### config.mk
export PLATFORM = sky130hd
export DESIGN_NAME = sas_sequencer
export DESIGN_NICKNAME = d
export VERILOG_FILES = /design/src/sas_pkg.sv /design/src/sas_sequencer.sv
export VERILOG_INCLUDE_DIRS = /design/src
export SDC_FILE = /design/constraint.sdc
export NUM_CORES = 1
export LEC_CHECK = 0
export BUFFER_PORTS_ARGS = -buffer_cell sky130_fd_sc_hd__buf_2
export CAP_MARGIN = 20
export CORE_MARGIN = 5
export CORE_UTILIZATION = 52
export DETAILED_ROUTE_END_ITERATION = 10
export PLACE_DENSITY = 0.79
export RECOVER_POWER = 25
export SLEW_MARGIN = 25
export SYNTH_ARGS = -nofsm -noshare
export SYNTH_HDL_FRONTEND = slang
export SYNTH_SLANG_ARGS = --single-unit
### constraint.sdc
create_clock -name i_ref_clk -period 2.62 [get_ports i_ref_clk]
set_input_delay 0.131 -clock i_ref_clk [delete_from_list [all_inputs] [get_ports i_ref_clk]]
set_output_delay 0.131 -clock i_ref_clk [all_outputs]
set_load 0.1 [all_outputs]
### src/sas_consts.svh
// constants for the successive-approximation converter sequencer
`ifndef SAS_CONSTS_SVH
`define SAS_CONSTS_SVH
`define SAS_RES_BITS      10
`define SAS_CHAN_BITS     4
`define SAS_CSR_DONE      7
`define SAS_CSR_SPEED     6
`define SAS_CSR_ON        5
`define SAS_CSR_RSVD      4
`define SAS_CSR_RESET     8'h00
`define SAS_RES_RESET     10'h000
`define SAS_RES_FULL      10'h3ff
`define SAS_RES_ZERO      10'h000
`define SAS_DIV_SLOW      3'h4
`define SAS_DIV_FAST      3'h2
`define SAS_SAMPLE_STEPS  4'h2
`endif

### src/sas_pkg.sv
// types for the successive-approximation converter sequencer
package sas_pkg;
   typedef enum logic [1:0] {
      SAS_IDLE,
      SAS_SAMPLE,
      SAS_RESOLVE
   } sas_state_t;

   // software access to the three byte registers
   typedef struct packed {
      logic       csr_wr;
      logic [7:0] csr_wdata;
      logic       high_rd;
   } sas_host_t;

   // analogue front end controls
   typedef struct packed {
      logic       sample;
      logic [3:0] channel;
      logic [9:0] trial;
   } sas_afe_t;
endpackage

### src/sas_sequencer.sv
// control logic of the 10-bit successive-approximation converter
`timescale 1ns/1ps
`include "sas_consts.svh"

module sas_sequencer
   import sas_pkg::*;
#(
   parameter int RES_BITS  = `SAS_RES_BITS,
   parameter int CHAN_BITS = `SAS_CHAN_BITS
) (
   input  wire logic       i_ref_clk,
   input  wire logic       i_reset,
   input  wire sas_host_t  i_host,
   input  wire logic       i_cmp_above,
   input  wire logic [15:0] i_pin_level,
   output sas_afe_t        o_afe,
   output logic            o_afe_enable,
   output logic [7:0]      o_converter_control_status,
   output logic [7:0]      o_result_high_byte,
   output logic [7:0]      o_result_low_byte,
   output logic [15:0]     o_port_level
);

   initial begin
      if (RES_BITS != 10 || CHAN_BITS != 4) begin
         $error("sas_sequencer: only a 10-bit result and 4-bit channel field are supported");
      end
      // the comparator gets at least one whole clock to settle after a trial change
      if (`SAS_DIV_FAST < 3'h2 || `SAS_DIV_SLOW < `SAS_DIV_FAST) begin
         $error("sas_sequencer: dividers must be two or more, the slow one no faster");
      end
      if (`SAS_SAMPLE_STEPS == 4'h0) begin
         $error("sas_sequencer: at least one sample step is needed");
      end
   end

   logic                 converter_on_bit_r;
   logic                 speed_r;
   logic [3:0]           channel_select_bits_r;
   logic                 done_r;
   logic [9:0]           result_r;
   logic [9:0]           trial_r;
   logic [3:0]           bit_idx_r;
   logic [3:0]           sample_cnt_r;
   logic [2:0]           div_cnt_r;
   sas_state_t           state_r;
   logic [15:0]          pin_meta_r;
   logic [15:0]          pin_sync_r;
   logic                 step;
   logic                 restart;
   logic                 halt;
   logic                 finish;
   logic [2:0]           div_last;

   // pins are asynchronous to this clock: two flops before any use
   always_ff @(posedge i_ref_clk or posedge i_reset) begin
      if (i_reset) begin
         pin_meta_r <= 16'h0000;
         pin_sync_r <= 16'h0000;
      end else begin
         pin_meta_r <= i_pin_level;
         pin_sync_r <= pin_meta_r;
      end
   end

   assign o_port_level = pin_sync_r;

   assign restart = i_host.csr_wr && (i_host.csr_wdata[3:0] != channel_select_bits_r);

   // off write stops at once
   // acting on the write itself, not a clock later, keeps a completion or a
   // sampling phase from slipping out after software has switched off
   assign halt = restart || (i_host.csr_wr && !i_host.csr_wdata[`SAS_CSR_ON]);

   always_ff @(posedge i_ref_clk or posedge i_reset) begin
      if (i_reset) begin
         converter_on_bit_r    <= 1'b0;
         speed_r               <= 1'b0;
         channel_select_bits_r <= 4'h0;
      end else if (i_host.csr_wr) begin
         // bit 7 and reserved bit 4 of a write are dropped
         // on bit written by software
         converter_on_bit_r    <= i_host.csr_wdata[`SAS_CSR_ON];
         speed_r               <= i_host.csr_wdata[`SAS_CSR_SPEED];
         channel_select_bits_r <= i_host.csr_wdata[3:0];
      end
   end

   assign div_last = speed_r ? (`SAS_DIV_FAST - 3'h1) : (`SAS_DIV_SLOW - 3'h1);

   // the divider restarts when the converter is switched on or the channel changes, so the first step is a full one
   always_ff @(posedge i_ref_clk or posedge i_reset) begin
      if (i_reset) begin
         div_cnt_r <= 3'h0;
      end else if (!converter_on_bit_r || halt || div_cnt_r >= div_last) begin
         div_cnt_r <= 3'h0;
      end else begin
         div_cnt_r <= div_cnt_r + 3'h1;
      end
   end

   // first conversion after switching on: an idle step, two sample steps and ten
   // resolve steps; later conversions go straight back to sampling, so the
   // repeat period is twelve steps of four or two clocks, and one bit is
   // decided at every resolve step edge
   assign step   = converter_on_bit_r && !halt && (div_cnt_r >= div_last);
   assign finish = step && (state_r == SAS_RESOLVE) && (bit_idx_r == 4'h0);

   // the comparator is a latched stage strobed from this clock, so its decision
   // is read directly; two synchroniser flops would eat the whole bit time of
   // the fast divider and hand back the decision on the previous trial
   // sample then resolve msb first
   always_ff @(posedge i_ref_clk or posedge i_reset) begin
      if (i_reset) begin
         state_r      <= SAS_IDLE;
         trial_r      <= `SAS_RES_RESET;
         bit_idx_r    <= 4'h0;
         sample_cnt_r <= 4'h0;
      end else if (!converter_on_bit_r || halt) begin
         state_r      <= SAS_IDLE;
         trial_r      <= `SAS_RES_RESET;
         bit_idx_r    <= 4'h0;
         sample_cnt_r <= 4'h0;
      end else if (step) begin
         unique case (state_r)
            SAS_IDLE: begin
               state_r      <= SAS_SAMPLE;
               sample_cnt_r <= 4'h0;
            end
            SAS_SAMPLE: begin
               if (sample_cnt_r == `SAS_SAMPLE_STEPS - 4'h1) begin
                  state_r   <= SAS_RESOLVE;
                  bit_idx_r <= 4'(RES_BITS - 1);
                  trial_r   <= 10'h200;
               end else begin
                  sample_cnt_r <= sample_cnt_r + 4'h1;
               end
            end
            SAS_RESOLVE: begin
               // keep bit if input above trial level; saturate naturally
               trial_r[bit_idx_r] <= i_cmp_above;
               if (bit_idx_r == 4'h0) begin
                  state_r <= SAS_SAMPLE;
                  sample_cnt_r <= 4'h0;
               end else begin
                  trial_r[bit_idx_r - 4'h1] <= 1'b1;
                  bit_idx_r <= bit_idx_r - 4'h1;
               end
            end
         endcase
      end
   end

   always_ff @(posedge i_ref_clk or posedge i_reset) begin
      if (i_reset) begin
         result_r <= `SAS_RES_RESET;
      end else if (finish) begin
         // load final result
         // an unread pair is simply replaced; software must keep up
         result_r <= {trial_r[9:1], i_cmp_above};
      end
   end

   // done flag: a completion in the same cycle as a clear wins
   always_ff @(posedge i_ref_clk or posedge i_reset) begin
      if (i_reset) begin
         done_r <= 1'b0;
      end else if (finish) begin
         done_r <= 1'b1;
      end else if (i_host.csr_wr || i_host.high_rd) begin
         done_r <= 1'b0;
      end
   end

   assign o_afe.channel = channel_select_bits_r;
   assign o_afe.sample  = (state_r == SAS_SAMPLE);
   assign o_afe.trial   = trial_r;
   assign o_afe_enable  = converter_on_bit_r;

   // status byte from the field positions; reserved bit 4 reads zero
   always_comb begin
      o_converter_control_status                 = `SAS_CSR_RESET;
      o_converter_control_status[`SAS_CSR_DONE]  = done_r;
      o_converter_control_status[`SAS_CSR_SPEED] = speed_r;
      o_converter_control_status[`SAS_CSR_ON]    = converter_on_bit_r;
      o_converter_control_status[`SAS_CSR_RSVD]  = 1'b0;
      o_converter_control_status[3:0]            = channel_select_bits_r;
   end
   assign o_result_high_byte = result_r[9:2];
   assign o_result_low_byte  = {6'h00, result_r[1:0]};

endmodule

* Word-level counts from Yosys, hierarchy flattened
Index checks and enable logic that the tools add are counted.
** Cells by class
- $add $sub $neg :: 3
- Magnitude comparators :: 5
- Equal/unequal tests :: 8
- Multiplexer cells :: 29
- Bitwise gates (word level) :: 1
- Reductions and logical operators :: 24
** Operator list (number)
- two-way mux 10 bit :: 4
- two-way mux 4 bit :: 8
- case mux 10 bit (2 select lines) :: 1
- case mux 4 bit (3 select lines) :: 1
- bitwise mux 10 bit :: 1
- < comparator 4 x 5 -> 1 bit, second input constant :: 2
- two-way mux 2 bit :: 5
- bitwise OR 10 bit :: 1
- AND reduction 3 bit :: 3
- demux 1 bit (select 4 bit) :: 2
- greater-or-equal comparator 4 x 1 -> 1 bit, second input constant :: 2
- logical AND 1 bit :: 8
- case mux 4 bit (2 select lines) :: 1
- inequality test 3 bit, second input constant :: 2
- case mux 2 bit (3 select lines) :: 1
- adder 4 x 1 -> 4 bit, second input constant :: 1
- == test 4 x 1 -> 1 bit, second input constant :: 1
- zero test 4 bit :: 1
- logical OR 1 bit :: 4
- two-way mux 1 bit :: 4
- inequality test 4 bit :: 1
- AND reduction 4 bit :: 1
- nonzero test 2 bit :: 2
- subtractor 4 x 1 -> 4 bit, second input constant :: 1
- other kinds (10) :: 12
** Word-level totals
- Register bits after elaboration :: 72
- Input port bits :: 29
- Output and inout bits :: 56

* Logic depth before layout (Yosys ltp)
Gate-level depths: netlist of run 1.
- Word-level depth :: 10
- Mapped depth :: 9

* Worst setup path before layout of run 1
OpenSTA, ideal clock, no wires.
- Kind :: register -> register
- Start point :: register state_r[1]
- End point :: register sample_cnt_r[1]
- Setup time :: 78 ps
- Data arrival time :: 2484 ps
- Required time :: 2542 ps
- Setup slack :: 58 ps
- Stages on the path, launching flop included :: 5
- Path buffers :: 0
- Period minus slack after synthesis :: 2562 ps
- Cells stage by stage :: dfrtp_1 -> nor2b_1 -> nand2_1 -> or3_1 -> a21oi_1
** RTL lines
- start: declaration :: line sas_sequencer.sv:46 : sas_state_t state_r;
- start signal: assignment :: line sas_sequencer.sv:115 : state_r <= SAS_IDLE;
- start signal: assignment :: line sas_sequencer.sv:120 : state_r <= SAS_IDLE;
- start signal: assignment :: line sas_sequencer.sv:127 : state_r <= SAS_SAMPLE;
- end signal: assignment :: line sas_sequencer.sv:136 : sample_cnt_r <= sample_cnt_r + 4'h1;
- end: declaration :: line sas_sequencer.sv:44 : logic [3:0] sample_cnt_r;

* Worst setup path after layout of run 1
- Start point :: register bit_idx_r[0]
- End point :: register result_r[9]
** On the way
- Longest elaborated chain between the ends :: 2
** RTL lines
- start: declaration :: line sas_sequencer.sv:43 : logic [3:0] bit_idx_r;
- start signal: assignment :: line sas_sequencer.sv:133 : bit_idx_r <= 4'(RES_BITS - 1);
- start signal: assignment :: line sas_sequencer.sv:147 : bit_idx_r <= bit_idx_r - 4'h1;
- zero test 4 bit :: line sas_sequencer.sv:107 : assign finish = step && (state_r == SAS_RESOLVE) && (bit_idx_r == 4'h0);
- logical AND 1 bit :: line sas_sequencer.sv:107
- end signal: assignment :: line sas_sequencer.sv:156 : result_r <= `SAS_RES_RESET;
- end signal: assignment :: line sas_sequencer.sv:160 : result_r <= {trial_r[9:1], i_cmp_above};
- end: declaration :: line sas_sequencer.sv:41 : logic [9:0] result_r;
Every way passes these cells.
A chain may end at the register's enable or synchronous reset.

==> flow_summary.ini, run 1 <==
[run_status]
outcome = finished clean

[setup_path]
worst_setup_path_start_kind = flop
end_kind = flop
critPathTopFamily = simple AND/OR/NAND/NOR gates
crit_chain = inv_1 > ha_1 > or3b_1 > nor3_4 > buf_4 > mux2_2
slowest_stage = or3b_1
critPathKind = flop to flop
required_ns = 2.85
critPathArrivalTime_ns = 2.62
cp_slowest_stage_delay_ns = 0.54
cp_max_fo = 9
critPathBufInv = 2

[clock_tree]
cts_buffers = 9
root_buffer = clkbuf_8
cts.path.max_buffers = 2
clk_latency_ns = 0.34
path_clk_slew_ns = 0.08
htreeDepth = 3
postCtsResizedCells = 0
cts_tree = done
cts.sinks = 72

[sta]
slew_viol_final = 0
hold_ws_ns = 0.0192
tightest_slew_ns = 1.32
clock_skew_ns = 0.00508
finalSetupTns_ns = 0
finalSetupViolations = 0
fin_crit_sh = 0.913
maxSlewHeadroom = 0.117
hold_viol_final = 0
rsz0062_at_grt = no
fmax_mhz = 418
fin_crit_ns = 2.39

[finish]
final_area_mm2 = 0.00399
area_growth_pct = 22.9
nets = 409
antenna_cells = 0
drive_gt1_frac = 0.324
nFillCells = 446
final_cells = 451

[synthesis]
synth-edff-count = 0
ys.flop_type = dfrtp_1
postSynthCellCount = 284
yosysWarningCount = 0
synth.distinct_cells = 52
synth_top_cell_by_area = dfrtp_1
syn_avg_cell_area_um2 = 11.4
synth_commonest_cells = 72 x dfrtp_1, 22 x a21oi_1, 18 x nand2_1, 18 x nor2_1
synth_most_common_cell = dfrtp_1
synth.top_cell.area_share = 0.555
ys_seq_area_frac = 0.555
ys_async_sr_fraction = 1.00
synth_seq_cells = 72
synthTopCellsByArea = dfrtp_1 55%, mux2_4 4.2%, buf_4 3.7%
syn-cell-area_mm2 = 0.00325

[global_route]
grt_pass1_wl_um = 11800
use_met2 = 0.332
met1_usage = 0.247
grt_max_degree = 37
busiest_layer = met2
antenna_found_initial = 0
grt.met3_usage = 0.0618
grt_pass1_vias = 2393
overflow = 0
grt_usage = 0.197

[die]
dieArea_mm2 = 0.00792
start_util = 0.542
die_w_um = 89.0
num_rows = 28
die_h_um = 89.0
core-area_mm2 = 0.00599
ios = 85

[power_and_ir_drop]
p_per_area_mw_per_mm2 = 637
ir_worst_vdd_uv = 536
p_leak_nw = 1.89
power_mw = 2.54

[routing]
route.detailed.drc = 0
drt-initial-drc-count = 343
route.detailed.wl_per_inst_um = 16.3
num_vias = 2469
firstDrtPassIters = 5
ant_nets = 0
totalWireLength_um = 7370
vias_per_cell = 5.47

[placement]
hpwl_um = 4910
routabilityCongestion = 0.935
dp.cells = 418
place_area_mm2 = 0.00360
numPortBuffers = 75

[min_path]
hold_class = primary input to flop

[run]
drv_cap = 0
==> sequential cells by signal, indices dropped and copies added (netlist names) <==
name	cells
speed_r	1
result_r	10
done_r	1
channel_select_bits_r	4
pin_meta_r	16
trial_r	10
bit_idx_r	4
sample_cnt_r	4
state_r	2
div_cnt_r	3
o_afe_enable	1
o_port_level	16
==> per-stage QoR <==
step	setup WS, ns	util
4_1_cts	0.252	0.666
3_3_place_gp	0.313	0.601
6_report	0.228	0.666
5_1_grt	0.0900	0.666
2_1_floorplan	0.0580	-
3_5_place_dp	0.268	0.601
==> cell type report <==
class	count	area, µm²	area share
Clock buffer	10	128	0.0320
Sequential cell	72	1800	0.452
Tap cell	75	93.8	0.0235
Inverter	6	22.5	0.00564
Clock inverter	6	93.8	0.0235
Multi-Input combinational cell	182	1240	0.312
Timing Repair Buffer	100	606	0.152
==> power by group <==
group / internal (mW) / switching (mW)
sequential: 1.15 / 0.0180
combinational: 0.0793 / 0.352
clock: 0.541 / 0.406
total: 1.77 / 0.775
==> worst reg2reg max path: stages (launching register included) <==
cell	delay (ns)
dfrtp_1	0.45
inv_1	0.15
ha_1	0.35
or3b_1	0.54
nor3_4	0.22
buf_4	0.22
mux2_2	0.35
==> cells by family after synthesis <==
family          after synthesis  share of synthesized area
compound gates               71                      0.138
xor+xnor                      5                     0.0135
fa+ha+maj                     9                     0.0347
buf+inv                      36                     0.0686
flops                        72                      0.555
mux                          15                     0.0624
other cells                   1                    0.00115
simple gates                 75                      0.126
==> layer usage <==
metal  share of wire  routed length (µm)  vias up
met5               0                   0        -
met4           0.012                  89        0
met3           0.086                 632       14
met2            0.51                3750      112
met1            0.39                2900     1188
li1                -                   -     1155
==> timing repair <==
item,in CTS,in global routing
endpoints found under the hold margin,50,0
buffers inserted,0,0
hold buffers,17,0
==> cells in the final DEF, fill, tap and decap left out, types with 7 or more instances in the layout <==
cell | Yosys | final
nand2_1 | 18 | 18
nor2b_1 | 7 | 7
ha_1 | 9 | 9
clkbuf_8 | 0 | 9
dfrtp_1 | 72 | 72
a21oi_1 | 22 | 22
a31oi_1 | 7 | 7
nand3_1 | 9 | 9
dlygate4sd3_1 | 0 | 17
o21ai_0 | 16 | 16
buf_2 | 4 | 75
mux2_4 | 9 | 9
conb_1 | 1 | 7
nor2_1 | 18 | 18
buf_4 | 16 | 8
==> worst paths after layout <==
path	startpoint	to	slack, ns	cells after the start
hold reg to reg	pin_meta_r[2]	o_port_level[2]	0.34	0
max in group asynchronous	i_reset	o_port_level[0]	0.97	4
min in group asynchronous	i_reset	o_port_level[14]	0.71	3
hold / removal	i_host[7]	speed_r	0.02	2
setup / recovery	bit_idx_r[0]	result_r[9]	0.23	6
setup reg to reg	bit_idx_r[0]	result_r[9]	0.23	6
Note: power is estimated with default switching activity, not from simulation.
==> inputs of run 2 (changes only) <==
CORE_UTILIZATION = 54   (was 52)
CTS_BUF_LIST = sky130_fd_sc_hd__clkbuf_4   (was default)
PLACE_DENSITY = 0.81   (was 0.79)
==> flow_summary.ini, run 2 (same netlist as run 1, synthesis figures left out) <==
[routing]
vias_per_cell = 5.41
totalWireLength_um = 7480
drt-initial-drc-count = 94
route.detailed.wl_per_inst_um = 16.3
firstDrtPassIters = 4
num_vias = 2489
ant_nets = 0
route.detailed.drc = 0

[global_route]
overflow = 0
grt_pass1_vias = 2496
grt_max_degree = 40
grt_usage = 0.207
antenna_found_initial = 0
grt_pass1_wl_um = 12200

[setup_path]
worst_setup_path_start_kind = flop
critPathArrivalTime_ns = 2.61
cp_max_fo = 9
r2r_start = bit_idx_r[0]
r2r_cells = 6
r2r_end = result_r[9]
critPathKind = flop to flop
required_ns = 2.94
end_kind = flop
reg2reg_slack_ns = 0.34

[placement]
routabilityCongestion = 0.906
numPortBuffers = 75
place_area_mm2 = 0.00363
hpwl_um = 5090

[clock_tree]
cts_setup_buffers = 0
clk_latency_ns = 0.43
cts.path.max_buffers = 2
path_clk_slew_ns = 0.12
htreeDepth = 3
root_buffer = clkbuf_4
cts_tree = done
cts.sinks = 72
postCtsResizedCells = 0
cts_buffers = 9

[finish]
final_cell_mix = 74 x buf_2, 72 x dfrtp_1, 24 x dlygate4sd3_1, 22 x a21oi_1
nets = 418
multiInputGateArea_mm2 = 0.00124
nFillCells = 447
antenna_cells = 0
layout_commonest_cell = buf_2
area_growth_pct = 23.5
drive_gt1_frac = 0.322
final_area_mm2 = 0.00401
seq_area_mm2 = 0.00180

[sta]
maxSlewHeadroom = 0.145
hold_viol_final = 0
fin_crit_sh = 0.872
clock_skew_ns = 0.0169
fin_crit_ns = 2.28
slew_viol_final = 0
finalSetupViolations = 0
finalSetupTns_ns = 0
rsz0062_at_grt = no
tightest_slew_ns = 1.28
fmax_mhz = 438

[die]
die_h_um = 87.5
dieArea_mm2 = 0.00766
ios = 85
core-area_mm2 = 0.00589
num_rows = 28
die_w_um = 87.5
start_util = 0.552

[run]
drv_cap = 0

[min_path]
min_path_cells = 2
hold_class = primary input to flop
min_from = i_host[9]
hold_end = o_afe_enable

[run_status]
outcome = finished clean

[power_and_ir_drop]
p_leak_nw = 1.90
ir_worst_vdd_uv = 489
p_per_area_mw_per_mm2 = 580
-- run 2: cell types whose count changed in the layout (fill, tap and decap cells not counted), moves of 2 or more --
| cell | delta |
|---|---|
| clkbuf_4 | +9 |
| clkbuf_8 | -9 |
| dlygate4sd3_1 | +7 |
| inv_6 | +2 |
-- run 2: worst max path at each step --
stage,startpoint,endpoint,depth (start not counted)
4_1_cts,bit_idx_r[0],result_r[9],6
3_3_place_gp,bit_idx_r[0],result_r[9],6
3_5_place_dp,bit_idx_r[0],result_r[9],6
2_1_floorplan,state_r[1],sample_cnt_r[1],4
6_report,bit_idx_r[0],result_r[9],6
5_1_grt,bit_idx_r[0],sample_cnt_r[2],7
-- run 2: area by class of cell --
class	count	area share
clock buffers	9	0.0168
clock inverters	7	0.0193
inverters	6	0.00562
multi-input cells	182	0.310
flip-flops and latches	72	0.449
well taps	75	0.0234
repair buffers	109	0.175
-- run 2: timing repair --
| item | 4_1_cts | 5_1_grt |
|---|---|---|
| setup endpoints to repair | 0 | 0 |
| endpoints found under the hold margin | 56 | 0 |
| hold buffers | 24 | 0 |
-- run 2: metrics by stage --
step	setup slack, ns	hold WS (ns)	power (mW)	std cells	utilization
CTS	0.353	0.0366	2.34	460	0.682
detailed placement	0.363	0.240	1.60	420	0.616
global route	0.218	0.0429	2.41	460	0.681
global placement	0.421	0.239	1.59	420	0.616
floorplan	0.0580	0.162	1.54	290	-
finish	0.335	0.0509	2.33	460	0.681
-- run 2: power by group --
group | switching [mW] | internal, mW
clock network | 0.421 | 0.298
registers | 0.0179 | 1.15
logic | 0.354 | 0.0871
-- run 2: per-layer routing --
| layer | wire length [µm] | up-vias | GRT usage |
|---|---|---|---|
| li1 | - | 1170 | - |
| met1 | 3020 | 1204 | 0.269 |
| met2 | 3700 | 103 | 0.329 |
| met3 | 629 | 12 | 0.0621 |
| met4 | 129 | 0 | 0.0781 |
| met5 | 0 | - | 0 |
-- run 2: critical path, stage by stage, from the launching register on --
cell and delay [ns]:
dfrtp_1 0.47, inv_1 0.16, ha_1 0.35, or3b_1 0.44, nor3_4 0.20, buf_4 0.22
mux2_2 0.35
==> inputs of run 3 (changes only) <==
CAP_MARGIN = 30   (was 20)
RECOVER_POWER = default   (was 25)
==> flow_summary.ini, run 3 (same netlist as run 1, synthesis figures left out) <==
[placement]
routabilityCongestion = 0.906
hpwl_um = 5090
numPortBuffers = 75
dpl_worst_slack_ns = 0.363
dp.cells = 420
place_area_mm2 = 0.00363

[die]
start_util = 0.552
num_rows = 28
dieArea_mm2 = 0.00766
die_h_um = 87.5
core-area_mm2 = 0.00589
ios = 85
die_w_um = 87.5

[finish]
nFillCells = 446
area_growth_pct = 23.5
final_cells = 460
drive_gt1_frac = 0.327
fin_util = 0.682
antenna_cells = 0
nets = 418
final_area_mm2 = 0.00401
final_cell_mix = 75 x buf_2, 72 x dfrtp_1, 24 x dlygate4sd3_1, 22 x a21oi_1
layout_commonest_cell = buf_2

[setup_path]
slowest_stage = dfrtp_1
crit_chain = inv_1 > ha_1 > or3b_1 > nor3_4 > buf_4 > mux2_2
r2r_cells = 6
required_ns = 2.95
critPathKind = flop to flop
end_kind = flop
r2r_start = bit_idx_r[0]
worst_setup_path_start_kind = flop
cp_slowest_stage_delay_ns = 0.47
r2r_end = result_r[9]
reg2reg_slack_ns = 0.34
cp_max_fo = 9
critPathArrivalTime_ns = 2.60

[min_path]
hold_end = o_afe_enable
hold_class = primary input to flop
min_path_cells = 2
min_from = i_host[9]

[clock_tree]
path_clk_slew_ns = 0.13
cts_buffers = 9
cts_tree = done
htreeDepth = 3
clk_latency_ns = 0.43
cts_setup_buffers = 0
postCtsResizedCells = 0
cts.path.max_buffers = 2
holdBufCountCts = 24
cts.sinks = 72
root_buffer = clkbuf_4

[sta]
hold_ws_ns = 0.0485
hold_viol_final = 0
finalSetupTns_ns = 0
tightest_slew_ns = 0.711
finalSetupViolations = 0
timing.final.ws_setup_ns = 0.343
rsz0062_at_grt = no
clock_skew_ns = 0.0168
fmax_mhz = 439
fin_crit_ns = 2.28
maxSlewHeadroom = 0.525
fin_crit_sh = 0.869
slew_viol_final = 0

[global_route]
grt_pass1_vias = 2496
overflow = 0
grt_pass1_wl_um = 12200
grt_max_degree = 40
antenna_found_initial = 0
grt_usage = 0.207

[routing]
totalWireLength_um = 7470
ant_nets = 0
vias_per_cell = 5.39
route.detailed.wl_per_inst_um = 16.2
route.detailed.drc = 0
drt-initial-drc-count = 104
firstDrtPassIters = 5
num_vias = 2481

[run]
drv_cap = 0

[power_and_ir_drop]
p_clk_frac = 0.309
p_seq_frac = 0.501
power_mw = 2.32
p_int_mw = 1.53
switching_power_uw = 791
p_sw_frac = 0.340
combPwrFrac = 0.190
ir_worst_vdd_uv = 492
p_per_area_mw_per_mm2 = 579
p_leak_nw = 1.90

[run_status]
outcome = finished clean
[run 3: cell types whose count changed in the layout (fill, tap and decap cells not counted), sizes merged]
cell and delta:
buf +1, clkbuf -1
[run 3: worst max-delay path by stage]
stage	from	to	slack, ns	cells past startpoint
floorplan	state_r[1]	sample_cnt_r[1]	0.06	4
global placement	bit_idx_r[0]	result_r[9]	0.42	6
detailed placement	bit_idx_r[0]	result_r[9]	0.36	6
CTS	bit_idx_r[0]	result_r[9]	0.35	6
global route	bit_idx_r[0]	sample_cnt_r[2]	0.22	7
finish	bit_idx_r[0]	result_r[9]	0.34	6
[run 3: final cells by class]
type | count | area, µm² | area share
well taps | 75 | 93.8 | 0.0234
multi-input cells | 182 | 1240 | 0.310
flip-flops and latches | 72 | 1800 | 0.449
clock buffers | 9 | 67.6 | 0.0168
repair buffers | 109 | 703 | 0.175
clock inverters | 7 | 77.6 | 0.0193
inverters | 6 | 22.5 | 0.00561
[run 3: per-layer routing]
layer | part of all wire | track usage
met3 | 0.084 | 0.0621
met5 | 0 | 0
met2 | 0.49 | 0.329
met4 | 0.020 | 0.0781
met1 | 0.40 | 0.269
[run 3: worst max-delay path, delay by kind of cell, from the launching register on]
| family | cells | cell delay, ns |
|---|---|---|
| simple gates | 2 | 0.64 |
| mux | 1 | 0.35 |
| flops | 1 | 0.47 |
| fa+ha+maj | 1 | 0.35 |
| buf+inv | 2 | 0.38 |
[run 3: power by group through the flow]
stage / clock [mW] / sequential, mW / combinational [mW]
floorplan: 0 / 1.33 / 0.206
global placement: 0 / 1.18 / 0.410
detailed placement: 0 / 1.19 / 0.414
CTS: 0.737 / 1.17 / 0.442
global route: 0.783 / 1.17 / 0.463
finish: 0.718 / 1.17 / 0.441
